===== src/verilog/csb_pkg.sv =====
// shared constants, operations and carriers of the compare, skip and branch unit
package csb_pkg;

    localparam int DATA_W = 32;
    localparam int ADDR_W = 12;
    localparam int PC_W = 16;
    localparam int FLAG_W = 8;

    // byte addresses of the register words
    localparam logic [ADDR_W-1:0] OFS_OPERAND = 12'h000;
    localparam logic [ADDR_W-1:0] OFS_COMMAND = 12'h004;
    localparam logic [ADDR_W-1:0] OFS_FLAGS = 12'h008;
    localparam logic [ADDR_W-1:0] OFS_PC = 12'h00c;
    localparam logic [ADDR_W-1:0] OFS_STATUS = 12'h010;

    // condition flag register bit positions
    localparam int FLG_BORROW = 0;
    localparam int FLG_NULL = 1;
    localparam int FLG_MSB = 2;
    localparam int FLG_WRAP = 3;
    localparam int FLG_NIBBLE = 5;

    // field positions of the command and status words, and the operand word width
    localparam int CMD_OP_LSB = 0;
    localparam int OPERAND_W = 27;
    localparam int ST_REFUSED = 0;
    localparam int ST_BAD_OP = 1;
    localparam int ST_BUSY = 2;
    localparam int ST_TAKEN = 3;
    localparam int ST_CYC_LSB = 4;

    localparam logic [FLAG_W-1:0] FLAGS_RST = 8'h00;
    localparam logic [PC_W-1:0] PC_RST = 16'h0000;
    localparam logic [PC_W-1:0] PC_STEP = 16'h0001;
    localparam logic [PC_W-1:0] SKIP_SHORT = 16'h0002;
    localparam logic [PC_W-1:0] SKIP_LONG = 16'h0003;

    // cycle counts
    localparam logic [1:0] CYC_ONE = 2'h1;
    localparam logic [1:0] CYC_TWO = 2'h2;
    localparam logic [1:0] CYC_THREE = 2'h3;

    typedef enum logic [3:0] {
        OP_COMPARE_WITH_CONSTANT,
        OP_SKIP_IF_REG_BIT_CLEAR,
        OP_SKIP_IF_REG_BIT_SET,
        OP_SKIP_IF_IO_BIT_CLEAR,
        OP_SKIP_IF_IO_BIT_SET,
        OP_BRANCH_IF_FLAG_SET,
        OP_BRANCH_IF_FLAG_CLEAR,
        OP_BRANCH_IF_EQUAL,
        OP_BRANCH_IF_NOT_EQUAL,
        OP_BRANCH_IF_CARRY_SET,
        OP_BRANCH_IF_CARRY_CLEAR,
        OP_BRANCH_IF_SAME_OR_HIGHER
    } csb_op_t;

    // operand word, low bit first: reg_val, imm_io, offset, bit_sel, two_word
    typedef struct packed {
        logic two_word;
        logic [2:0] bit_sel;
        logic [6:0] offset;
        logic [7:0] imm_io;
        logic [7:0] reg_val;
    } csb_operand_t;

endpackage : csb_pkg


===== src/verilog/csb_unit.sv =====
// compare, bit-test skip and relative branch execution unit with an apb register port
`timescale 1ns/1ps

//////////////////////////////////////////////////////////////////////////////////////////////////
module csb_unit (
    input wire logic pclk,
    input wire logic presetn,
    input wire logic psel,
    input wire logic penable,
    input wire logic pwrite,
    input wire logic [csb_pkg::ADDR_W-1:0] paddr,
    input wire logic [csb_pkg::DATA_W-1:0] pwdata,
    output logic [csb_pkg::DATA_W-1:0] prdata,
    output logic pready,
    output logic pslverr,
    output logic [csb_pkg::PC_W-1:0] pc,
    output logic [csb_pkg::FLAG_W-1:0] flags,
    output logic busy
);

    //////////////////////////////////////////////////////////////////////////////////////////////
    // state

    logic [csb_pkg::DATA_W-1:0] prdata_ff;
    logic pready_ff;
    logic pslverr_ff;
    csb_pkg::csb_operand_t opnd_ff;
    logic [csb_pkg::PC_W-1:0] pc_ff;
    logic [csb_pkg::FLAG_W-1:0] flags_ff;
    logic busy_ff;
    logic [1:0] cnt_ff;
    logic taken_ff;
    logic [1:0] last_cyc_ff;
    logic refused_ff;
    logic bad_op_ff;

    //////////////////////////////////////////////////////////////////////////////////////////////
    // apb decode

    function automatic logic csb_is(input logic [csb_pkg::ADDR_W-1:0] a, input logic [csb_pkg::ADDR_W-1:0] ofs);
        csb_is = (a == ofs);
    endfunction : csb_is

    wire setup_ph = psel & ~penable;
    wire access_wr = psel & penable & pready_ff & pwrite;
    wire hit_operand = csb_is(paddr, csb_pkg::OFS_OPERAND);
    wire hit_command = csb_is(paddr, csb_pkg::OFS_COMMAND);
    wire hit_flags = csb_is(paddr, csb_pkg::OFS_FLAGS);
    wire hit_pc = csb_is(paddr, csb_pkg::OFS_PC);
    wire hit_status = csb_is(paddr, csb_pkg::OFS_STATUS);
    wire mapped = hit_operand | hit_command | hit_flags | hit_pc | hit_status;
    wire wr_operand = access_wr & hit_operand;
    wire wr_command = access_wr & hit_command;
    wire wr_flags = access_wr & hit_flags;
    wire wr_pc = access_wr & hit_pc;
    wire wr_status = access_wr & hit_status;

    wire [csb_pkg::DATA_W-1:0] status_word = {26'h000_0000, last_cyc_ff, taken_ff, busy_ff, bad_op_ff, refused_ff};
    wire [csb_pkg::DATA_W-1:0] rd_mux =
        hit_operand ? {5'h00, opnd_ff} :
        hit_flags ? {24'h00_0000, flags_ff} :
        hit_pc ? {16'h0000, pc_ff} :
        hit_status ? status_word : {csb_pkg::DATA_W{1'b0}};

    //////////////////////////////////////////////////////////////////////////////////////////////
    // instruction issue

    wire [3:0] op_raw = pwdata[csb_pkg::CMD_OP_LSB +: 4];
    wire op_legal = (op_raw <= 4'(csb_pkg::OP_BRANCH_IF_SAME_OR_HIGHER));
    wire csb_pkg::csb_op_t op = csb_pkg::csb_op_t'(op_raw);
    // a command written while the previous one still runs is dropped, not queued
    wire issue = wr_command & ~busy_ff & op_legal;
    wire refuse = wr_command & busy_ff;
    wire bad_op = wr_command & ~busy_ff & ~op_legal;

    // compare arithmetic, result itself is never stored
    wire [7:0] rd_v = opnd_ff.reg_val;
    wire [7:0] k_v = opnd_ff.imm_io;
    wire [7:0] diff = rd_v - k_v;
    wire f_borrow = (~rd_v[7] & k_v[7]) | (k_v[7] & diff[7]) | (diff[7] & ~rd_v[7]);
    wire f_nibble = (~rd_v[3] & k_v[3]) | (k_v[3] & diff[3]) | (diff[3] & ~rd_v[3]);
    wire f_wrap = (rd_v[7] & ~k_v[7] & ~diff[7]) | (~rd_v[7] & k_v[7] & diff[7]);
    wire f_null = (diff == 8'h00);

    logic [csb_pkg::FLAG_W-1:0] cmp_flags;
    always_comb
    begin
        cmp_flags = flags_ff;
        cmp_flags[csb_pkg::FLG_BORROW] = f_borrow;
        cmp_flags[csb_pkg::FLG_NULL] = f_null;
        cmp_flags[csb_pkg::FLG_MSB] = diff[7];
        cmp_flags[csb_pkg::FLG_WRAP] = f_wrap;
        cmp_flags[csb_pkg::FLG_NIBBLE] = f_nibble;
    end

    wire reg_bit = opnd_ff.reg_val[opnd_ff.bit_sel];
    wire io_bit = opnd_ff.imm_io[opnd_ff.bit_sel];
    wire sel_flag = flags_ff[opnd_ff.bit_sel];
    wire fz = flags_ff[csb_pkg::FLG_NULL];
    wire fc = flags_ff[csb_pkg::FLG_BORROW];

    logic cond;
    logic is_skip;
    always_comb
    begin
        cond = 1'b0;
        is_skip = 1'b0;
        unique case (op)
            csb_pkg::OP_COMPARE_WITH_CONSTANT: cond = 1'b0;
            csb_pkg::OP_SKIP_IF_REG_BIT_CLEAR:
            begin
                cond = ~reg_bit;
                is_skip = 1'b1;
            end
            csb_pkg::OP_SKIP_IF_REG_BIT_SET:
            begin
                cond = reg_bit;
                is_skip = 1'b1;
            end
            csb_pkg::OP_SKIP_IF_IO_BIT_CLEAR:
            begin
                cond = ~io_bit;
                is_skip = 1'b1;
            end
            csb_pkg::OP_SKIP_IF_IO_BIT_SET:
            begin
                cond = io_bit;
                is_skip = 1'b1;
            end
            csb_pkg::OP_BRANCH_IF_FLAG_SET: cond = sel_flag;
            csb_pkg::OP_BRANCH_IF_FLAG_CLEAR: cond = ~sel_flag;
            csb_pkg::OP_BRANCH_IF_EQUAL: cond = fz;
            csb_pkg::OP_BRANCH_IF_NOT_EQUAL: cond = ~fz;
            csb_pkg::OP_BRANCH_IF_CARRY_SET: cond = fc;
            csb_pkg::OP_BRANCH_IF_CARRY_CLEAR: cond = ~fc;
            csb_pkg::OP_BRANCH_IF_SAME_OR_HIGHER: cond = ~fc;
            default:
            begin
                cond = 1'b0;
                is_skip = 1'b0;
            end
        endcase
    end

    // signed word offset, sign-extended to the pc width
    wire [csb_pkg::PC_W-1:0] rel = {{(csb_pkg::PC_W-7){opnd_ff.offset[6]}}, opnd_ff.offset};
    wire [csb_pkg::PC_W-1:0] skip_step = opnd_ff.two_word ? csb_pkg::SKIP_LONG : csb_pkg::SKIP_SHORT;
    wire [csb_pkg::PC_W-1:0] pc_exec =
        ~cond ? pc_ff + csb_pkg::PC_STEP :
        is_skip ? pc_ff + skip_step :
        pc_ff + rel + csb_pkg::PC_STEP;
    // taken skip pays one cycle per discarded word, taken branch one for the dropped fetch
    wire [1:0] cyc_exec =
        ~cond ? csb_pkg::CYC_ONE :
        ~is_skip ? csb_pkg::CYC_TWO :
        opnd_ff.two_word ? csb_pkg::CYC_THREE : csb_pkg::CYC_TWO;

    //////////////////////////////////////////////////////////////////////////////////////////////
    // next values

    wire [1:0] cnt_dec = cnt_ff - 2'h1;
    wire [1:0] nxt_cnt = issue ? cyc_exec - csb_pkg::CYC_ONE : (busy_ff ? cnt_dec : 2'h0);
    wire nxt_busy = (nxt_cnt != 2'h0);
    wire is_cmp = (op == csb_pkg::OP_COMPARE_WITH_CONSTANT);
    // only the compare touches flags; every skip and branch leaves them alone
    wire [csb_pkg::FLAG_W-1:0] nxt_flags =
        (issue & is_cmp) ? cmp_flags :
        wr_flags ? pwdata[csb_pkg::FLAG_W-1:0] : flags_ff;
    wire [csb_pkg::PC_W-1:0] nxt_pc = issue ? pc_exec : (wr_pc ? pwdata[csb_pkg::PC_W-1:0] : pc_ff);
    // hardware set beats the software clear
    wire nxt_refused = refuse | (refused_ff & ~(wr_status & pwdata[csb_pkg::ST_REFUSED]));
    wire nxt_bad_op = bad_op | (bad_op_ff & ~(wr_status & pwdata[csb_pkg::ST_BAD_OP]));

    //////////////////////////////////////////////////////////////////////////////////////////////
    // registers

    always_ff @(posedge pclk or negedge presetn)
    begin
        if (!presetn)
        begin
            prdata_ff <= 32'h0000_0000;
            pready_ff <= 1'b0;
            pslverr_ff <= 1'b0;
        end
        else
        begin
            prdata_ff <= setup_ph ? rd_mux : prdata_ff;
            pready_ff <= setup_ph;
            pslverr_ff <= setup_ph & ~mapped;
        end
    end

    always_ff @(posedge pclk or negedge presetn)
    begin
        if (!presetn)
        begin
            opnd_ff <= '0;
            pc_ff <= csb_pkg::PC_RST;
            flags_ff <= csb_pkg::FLAGS_RST;
            busy_ff <= 1'b0;
            cnt_ff <= 2'h0;
        end
        else
        begin
            opnd_ff <= wr_operand ? csb_pkg::csb_operand_t'(pwdata[csb_pkg::OPERAND_W-1:0]) : opnd_ff;
            pc_ff <= nxt_pc;
            flags_ff <= nxt_flags;
            busy_ff <= nxt_busy;
            cnt_ff <= nxt_cnt;
        end
    end

    always_ff @(posedge pclk or negedge presetn)
    begin
        if (!presetn)
        begin
            taken_ff <= 1'b0;
            last_cyc_ff <= 2'h0;
            refused_ff <= 1'b0;
            bad_op_ff <= 1'b0;
        end
        else
        begin
            taken_ff <= issue ? cond : taken_ff;
            last_cyc_ff <= issue ? cyc_exec : last_cyc_ff;
            refused_ff <= nxt_refused;
            bad_op_ff <= nxt_bad_op;
        end
    end

    assign prdata = prdata_ff;
    assign pready = pready_ff;
    assign pslverr = pslverr_ff;
    assign pc = pc_ff;
    assign flags = flags_ff;
    assign busy = busy_ff;

    //////////////////////////////////////////////////////////////////////////////////////////////
    // checks

    AST_CMP_NULL: assert property (@(posedge pclk) disable iff (!presetn)
        issue && is_cmp |=> flags_ff[csb_pkg::FLG_NULL] == ($past(opnd_ff.reg_val) == $past(opnd_ff.imm_io)))
        else $error("compare null flag wrong");

    AST_CMP_BORROW: assert property (@(posedge pclk) disable iff (!presetn)
        issue && is_cmp |=> flags_ff[csb_pkg::FLG_BORROW] == ($past(opnd_ff.reg_val) < $past(opnd_ff.imm_io))
            && !busy_ff && pc_ff == 16'($past(pc_ff) + 16'h0001))
        else $error("compare borrow, length or pc wrong");

    AST_SKIP_LONG: assert property (@(posedge pclk) disable iff (!presetn)
        issue && is_skip && cond && opnd_ff.two_word
            |=> pc_ff == 16'($past(pc_ff) + 16'h0003) ##0 busy_ff[*2] ##1 !busy_ff)
        else $error("two-word skip not three words and three cycles");

    AST_SKIP_SHORT: assert property (@(posedge pclk) disable iff (!presetn)
        issue && is_skip && cond && !opnd_ff.two_word
            |=> pc_ff == 16'($past(pc_ff) + 16'h0002) ##0 busy_ff ##1 !busy_ff)
        else $error("one-word skip not two words and two cycles");

    AST_IO_SET: assert property (@(posedge pclk) disable iff (!presetn)
        issue && op == csb_pkg::OP_SKIP_IF_IO_BIT_SET && !opnd_ff.imm_io[opnd_ff.bit_sel]
            |=> !busy_ff && pc_ff == 16'($past(pc_ff) + 16'h0001))
        else $error("io skip taken on clear bit");

    AST_FLAGS_KEPT: assert property (@(posedge pclk) disable iff (!presetn)
        issue && !is_cmp |=> $stable(flags_ff))
        else $error("skip or branch changed flags");

    AST_BRANCH_TAKEN: assert property (@(posedge pclk) disable iff (!presetn)
        issue && !is_cmp && !is_skip && cond
            |=> pc_ff == 16'($past(pc_ff) + {{9{$past(opnd_ff.offset[6])}}, $past(opnd_ff.offset)} + 16'h0001)
            ##0 busy_ff ##1 !busy_ff)
        else $error("taken branch target or length wrong");

    AST_SAME_HIGHER: assert property (@(posedge pclk) disable iff (!presetn)
        issue && op == csb_pkg::OP_BRANCH_IF_SAME_OR_HIGHER |-> cond == !flags_ff[csb_pkg::FLG_BORROW])
        else $error("same-or-higher condition differs from carry clear");

    AST_EQUAL: assert property (@(posedge pclk) disable iff (!presetn)
        issue && op == csb_pkg::OP_BRANCH_IF_EQUAL && !flags_ff[csb_pkg::FLG_NULL]
            |=> pc_ff == 16'($past(pc_ff) + 16'h0001) && !busy_ff)
        else $error("equal branch taken with null flag clear");

    AST_REG_CLEAR_KEPT: assert property (@(posedge pclk) disable iff (!presetn)
        issue && op == csb_pkg::OP_SKIP_IF_REG_BIT_CLEAR && opnd_ff.reg_val[opnd_ff.bit_sel]
            |=> !busy_ff && pc_ff == 16'($past(pc_ff) + 16'h0001))
        else $error("register clear skip taken on set bit");

    AST_REG_SET_KEPT: assert property (@(posedge pclk) disable iff (!presetn)
        issue && op == csb_pkg::OP_SKIP_IF_REG_BIT_SET && !opnd_ff.reg_val[opnd_ff.bit_sel]
            |=> !busy_ff && pc_ff == 16'($past(pc_ff) + 16'h0001))
        else $error("register set skip taken on clear bit");

    AST_IO_CLEAR_KEPT: assert property (@(posedge pclk) disable iff (!presetn)
        issue && op == csb_pkg::OP_SKIP_IF_IO_BIT_CLEAR && opnd_ff.imm_io[opnd_ff.bit_sel]
            |=> !busy_ff && pc_ff == 16'($past(pc_ff) + 16'h0001))
        else $error("io clear skip taken on set bit");

    AST_FLAG_SET_KEPT: assert property (@(posedge pclk) disable iff (!presetn)
        issue && op == csb_pkg::OP_BRANCH_IF_FLAG_SET && !flags_ff[opnd_ff.bit_sel]
            |=> !busy_ff && pc_ff == 16'($past(pc_ff) + 16'h0001))
        else $error("flag set branch taken on clear flag");

    AST_FLAG_CLEAR_KEPT: assert property (@(posedge pclk) disable iff (!presetn)
        issue && op == csb_pkg::OP_BRANCH_IF_FLAG_CLEAR && flags_ff[opnd_ff.bit_sel]
            |=> !busy_ff && pc_ff == 16'($past(pc_ff) + 16'h0001))
        else $error("flag clear branch taken on set flag");

    AST_NOT_EQUAL_KEPT: assert property (@(posedge pclk) disable iff (!presetn)
        issue && op == csb_pkg::OP_BRANCH_IF_NOT_EQUAL && flags_ff[csb_pkg::FLG_NULL]
            |=> !busy_ff && pc_ff == 16'($past(pc_ff) + 16'h0001))
        else $error("not equal branch taken with null flag set");

    AST_CARRY_SET_KEPT: assert property (@(posedge pclk) disable iff (!presetn)
        issue && op == csb_pkg::OP_BRANCH_IF_CARRY_SET && !flags_ff[csb_pkg::FLG_BORROW]
            |=> !busy_ff && pc_ff == 16'($past(pc_ff) + 16'h0001))
        else $error("carry set branch taken with borrow clear");

    AST_CARRY_CLEAR_KEPT: assert property (@(posedge pclk) disable iff (!presetn)
        issue && op == csb_pkg::OP_BRANCH_IF_CARRY_CLEAR && flags_ff[csb_pkg::FLG_BORROW]
            |=> !busy_ff && pc_ff == 16'($past(pc_ff) + 16'h0001))
        else $error("carry clear branch taken with borrow set");

    AST_REFUSE_STICKY: assert property (@(posedge pclk) disable iff (!presetn)
        refuse |=> refused_ff && $stable(pc_ff))
        else $error("command while busy not refused");

    AST_PREADY_PULSE: assert property (@(posedge pclk) disable iff (!presetn)
        pready_ff |=> !pready_ff)
        else $error("pready held more than one cycle");

endmodule : csb_unit


===== config.mk =====
export PLATFORM = sky130hd
export DESIGN_NAME = csb_unit
export DESIGN_NICKNAME = d
export VERILOG_FILES = /design/src/verilog/csb_pkg.sv /design/src/verilog/csb_unit.sv
export SDC_FILE = /design/constraint.sdc
export NUM_CORES = 1
export LEC_CHECK = 0
export BUFFER_PORTS_ARGS = -buffer_cell sky130_fd_sc_hd__buf_2
export CELL_PAD_IN_SITES_DETAIL_PLACEMENT = 1
export CELL_PAD_IN_SITES_GLOBAL_PLACEMENT = 2
export CORE_AREA = 2 2 141 143
export DETAILED_ROUTE_END_ITERATION = 7
export DIE_AREA = 0 0 143 145
export GPL_TIMING_DRIVEN = 0
export PLACE_DENSITY = 0.83
export SETUP_SLACK_MARGIN = 0.3
export SLEW_MARGIN = 25
export SYNTH_ARGS = -nofsm -noshare
export SYNTH_HDL_FRONTEND = slang
export SYNTH_SLANG_ARGS = --single-unit
export TNS_END_PERCENT = 30

===== constraint.sdc =====
create_clock -name pclk -period 2.8 [get_ports pclk]
set_input_delay 0.14 -clock pclk [delete_from_list [all_inputs] [get_ports pclk]]
set_output_delay 0.14 -clock pclk [all_outputs]
set_load 0.02 [all_outputs]

==> results_dict.tcl <==
set metrics [dict create \
    status "finished, violations left" \
    violations "setup timing" \
    yosys.area.top_type "dfrtp_1" \
    ctsRootBufferMaster "clkbuf_16" \
    cp_num_buf_inv 0 \
    synthCells 657 \
    relSlewSlack_pct 42.7 \
    antenna_found_initial 0 \
    synth_xor_area_share_pct 4.60 \
    die_w_um 143 \
    grt_overflow 0 \
    dpl.hpwl_um 16300 \
    synth.most_common_cell "nand2_1" \
    synthMuxAreaShare_pct 9.48 \
    slowest_stage "fa_2" \
    power_mw 3.08 \
    drc 0 \
    htreeDepth 3 \
    crit_chain "ha_4, a21o_1, a21o_1, a21oi_2, o21bai_1, a21o_1, a21oi_2, fa_2, nand2_1, nor4_2, nand3_1, nor3_2, a221o_1" \
    start_kind "register" \
    rows 51 \
    async_flop_share_pct 100 \
    drtIter0Drc 337 \
    cts_tree "yes" \
    arrival_ps 3150 \
    fin_crit_sh_pct 102 \
    slew_viol_final 0 \
    cp-end-kind "register" \
    syn_to_final_growth_pct 30.2 \
    worst-endpoint-required_ps 3090 \
    drv_cap 0 \
    postLayoutSetupSlackWorst_ps -55.2 \
    synth_top_area_share_pct 36.9 \
    drtAntennaViolNets 0 \
    final_area_um2 7680 \
    synth_cell_type_count 61 \
    synth_adder_area_share_pct 7.29 \
    fillers 2270 \
    synth_flop_cell "dfrtp_1" \
    hold_class "input port to register" \
    firstDrtPassIters 5 \
    vdd_drop_max_mv 0.286 \
    antenna_cells 0 \
    worst_hold_slack_ps 8.24 \
    powerDensity_nw_per_um2 400 \
    power_switching_share_pct 25.6 \
    synth-compound-area-share_pct 19.5 \
    fin_crit_ps 2860 \
    max-clock-path-buffers 2 \
    die_h_um 145 \
    cp_top_family "compound AO/OA/AOI/OAI gates" \
    total_leakage_power_nw 3.56 \
    max_freq_mhz 350 \
    worst_pin_slew_ps 856 \
    cpMostUsedCell "a21o_1" \
    first_global_vias 5741 \
    synth_top_family_by_area "compound AO/OA/AOI/OAI gates" \
    grtUsageTotal_pct 21.1 \
    grt_max_degree 51 \
    syn_area_um2 5900 \
    path_class "register to register" \
    io_pins 108 \
    grt_pass1_wl_um 33400 \
    wirelength_um 21800 \
    cts_buffers 9 \
    start_util_pct 30.7 \
    avgSynthCellArea_um2 8.98 \
    vias_per_cell 5.33 \
    final.setup.tns_ps -103 \
    gp_congestion 0.862 \
    power_switching_mw 0.786 \
    synth-simple-area-share_pct 17.0 \
    worst_path_largest_cell_delay_ps 550 \
    combPwrFrac_pct 10.9 \
    layout-drive-gt1-share_pct 30.7 \
    crit_path_max_fanout 2 \
    coreArea_um2 19200 \
    fin_nets 883 \
    fin_util_pct 40.0 \
    dp.cells 1021 \
    ys_top_cells_by_count "nand2_1 (93), dfrtp_1 (87), o21ai_0 (52)" \
    setup_viol 2 \
    finalHoldViolCount 0 \
    skew_ps 4.33 \
    synth_seq_cells 87 \
    yosys_warnings 0 \
    stdcell_count 1072 \
    place_ws_ps -499 \
    dpl_cell_area_um2 6760 \
    num_vias 5711 \
    rsz0062_at_grt "yes" \
    pwr-share-clk_pct 46.3 \
    port_buffers 94 \
    synth_area_leaders "dfrtp_1 (37%), ha_1 (5.9%), nand2_1 (5.9%)" \
    wire_per_inst_um 20.4 \
    synth_edf_count 0 \
    worst_skew_pair.late_latency_ps 360 \
    die_area_um2 20700 \
    ys_seq_area_share_pct 36.9 \
    clock_sinks 87 \
    pwr-share-seq_pct 42.8 \
    power.internal_mw 2.29 \
    cts.reportedPaths.clkPinSlew_ps 70 \
]
routing by layer:
| layer | part of all wire [%] | vias to the layer above | global-route usage, % |
|---|---|---|---|
| met4 | 1.0 | 0 | 3.66 |
| met5 | 0 | - | 0 |
| met1 | 47 | 2881 | 29.6 |
| li1 | - | 2663 | - |
| met3 | 4.3 | 19 | 4.19 |
| met2 | 47 | 148 | 33.9 |
cell type report:
cell class	count	area, um^2	area share (%)
Buffer	42	229	2.98
Clock buffer	9	225	2.93
Clock inverter	7	120	1.56
Inverter	28	105	1.37
Multi-Input combinational cell	504	3680	47.9
Sequential cell	87	2180	28.4
Tap cell	265	332	4.32
Timing Repair Buffer	130	806	10.5
sequential cells by signal, indices dropped and copies added, names as in the netlist:
register     flops
prdata          27
busy             1
pc              16
last_cyc_ff      2
k_v              8
flags            8
opnd_ff         11
cnt_ff           2
pslverr          1
bad_op_ff        1
rd_v             8
pready           1
refused_ff       1
cells in the final DEF (no fill, tap or decap), drive strengths merged, types with 4 or more instances in the layout:
cell     instances
o2111ai          4
clkbuf          40
o21a             9
a221o            5
nand4            5
a21oi           32
nand2b           5
and3             8
inv             28
a211o            4
mux2i           21
o221ai           6
nor2            44
mux4             6
nand2           93
mux2            19
a22oi           10
a21o            11
a211oi           5
buf            139
xnor2           17
fa               4
and2             4
o31ai            4
xor2            14
a31oi            7
o211ai           7
o22ai            4
conb             5
nor3            20
o21ai           52
ha              28
dfrtp           87
or3              4
nand3           20
power groups by stage:
| stage | clock, mW | combinational, mW | sequential, mW |
|---|---|---|---|
| after floorplan | 0 | 0.140 | 1.35 |
| final | 1.42 | 0.335 | 1.32 |
| after detailed placement | 0 | 0.294 | 1.34 |
| after global placement | 0 | 0.285 | 1.34 |
| after CTS | 1.44 | 0.320 | 1.32 |
| after global routing | 1.49 | 0.366 | 1.32 |
final timing paths:
path | startpoint | endpoint | slack, ps | cells after the start
min reg2reg | prdata[23] | prdata[23] | 480 | 2
max reg2reg | rd_v[1] | flags[1] | -60 | 13
max | rd_v[1] | flags[1] | -60 | 13
min | pwdata[17] | opnd_ff[17] | 8 | 2
min in group asynchronous | presetn | prdata[25] | 250 | 2
max in group asynchronous | presetn | k_v[4] | 1960 | 3
kinds of logic (layout without fill, tap and decap cells):
| family | Yosys count | after routing |
|---|---|---|
| buf+inv | 70 | 216 |
| fa+ha+maj | 32 | 32 |
| flops | 87 | 87 |
| other cells | 1 | 5 |
| mux | 46 | 46 |
| simple gates | 216 | 216 |
| xor+xnor | 31 | 31 |
| compound gates | 174 | 174 |
timing repair:
item                                    4_1_cts  5_1_grt
endpoints found under the setup margin       35       35
setup buffers                                26        7
pin swaps                                    34       27
hold buffers                                  2        0
resized for setup                            55       37
endpoints found under the hold margin        38        0
(Power assumes the default switching activity.)
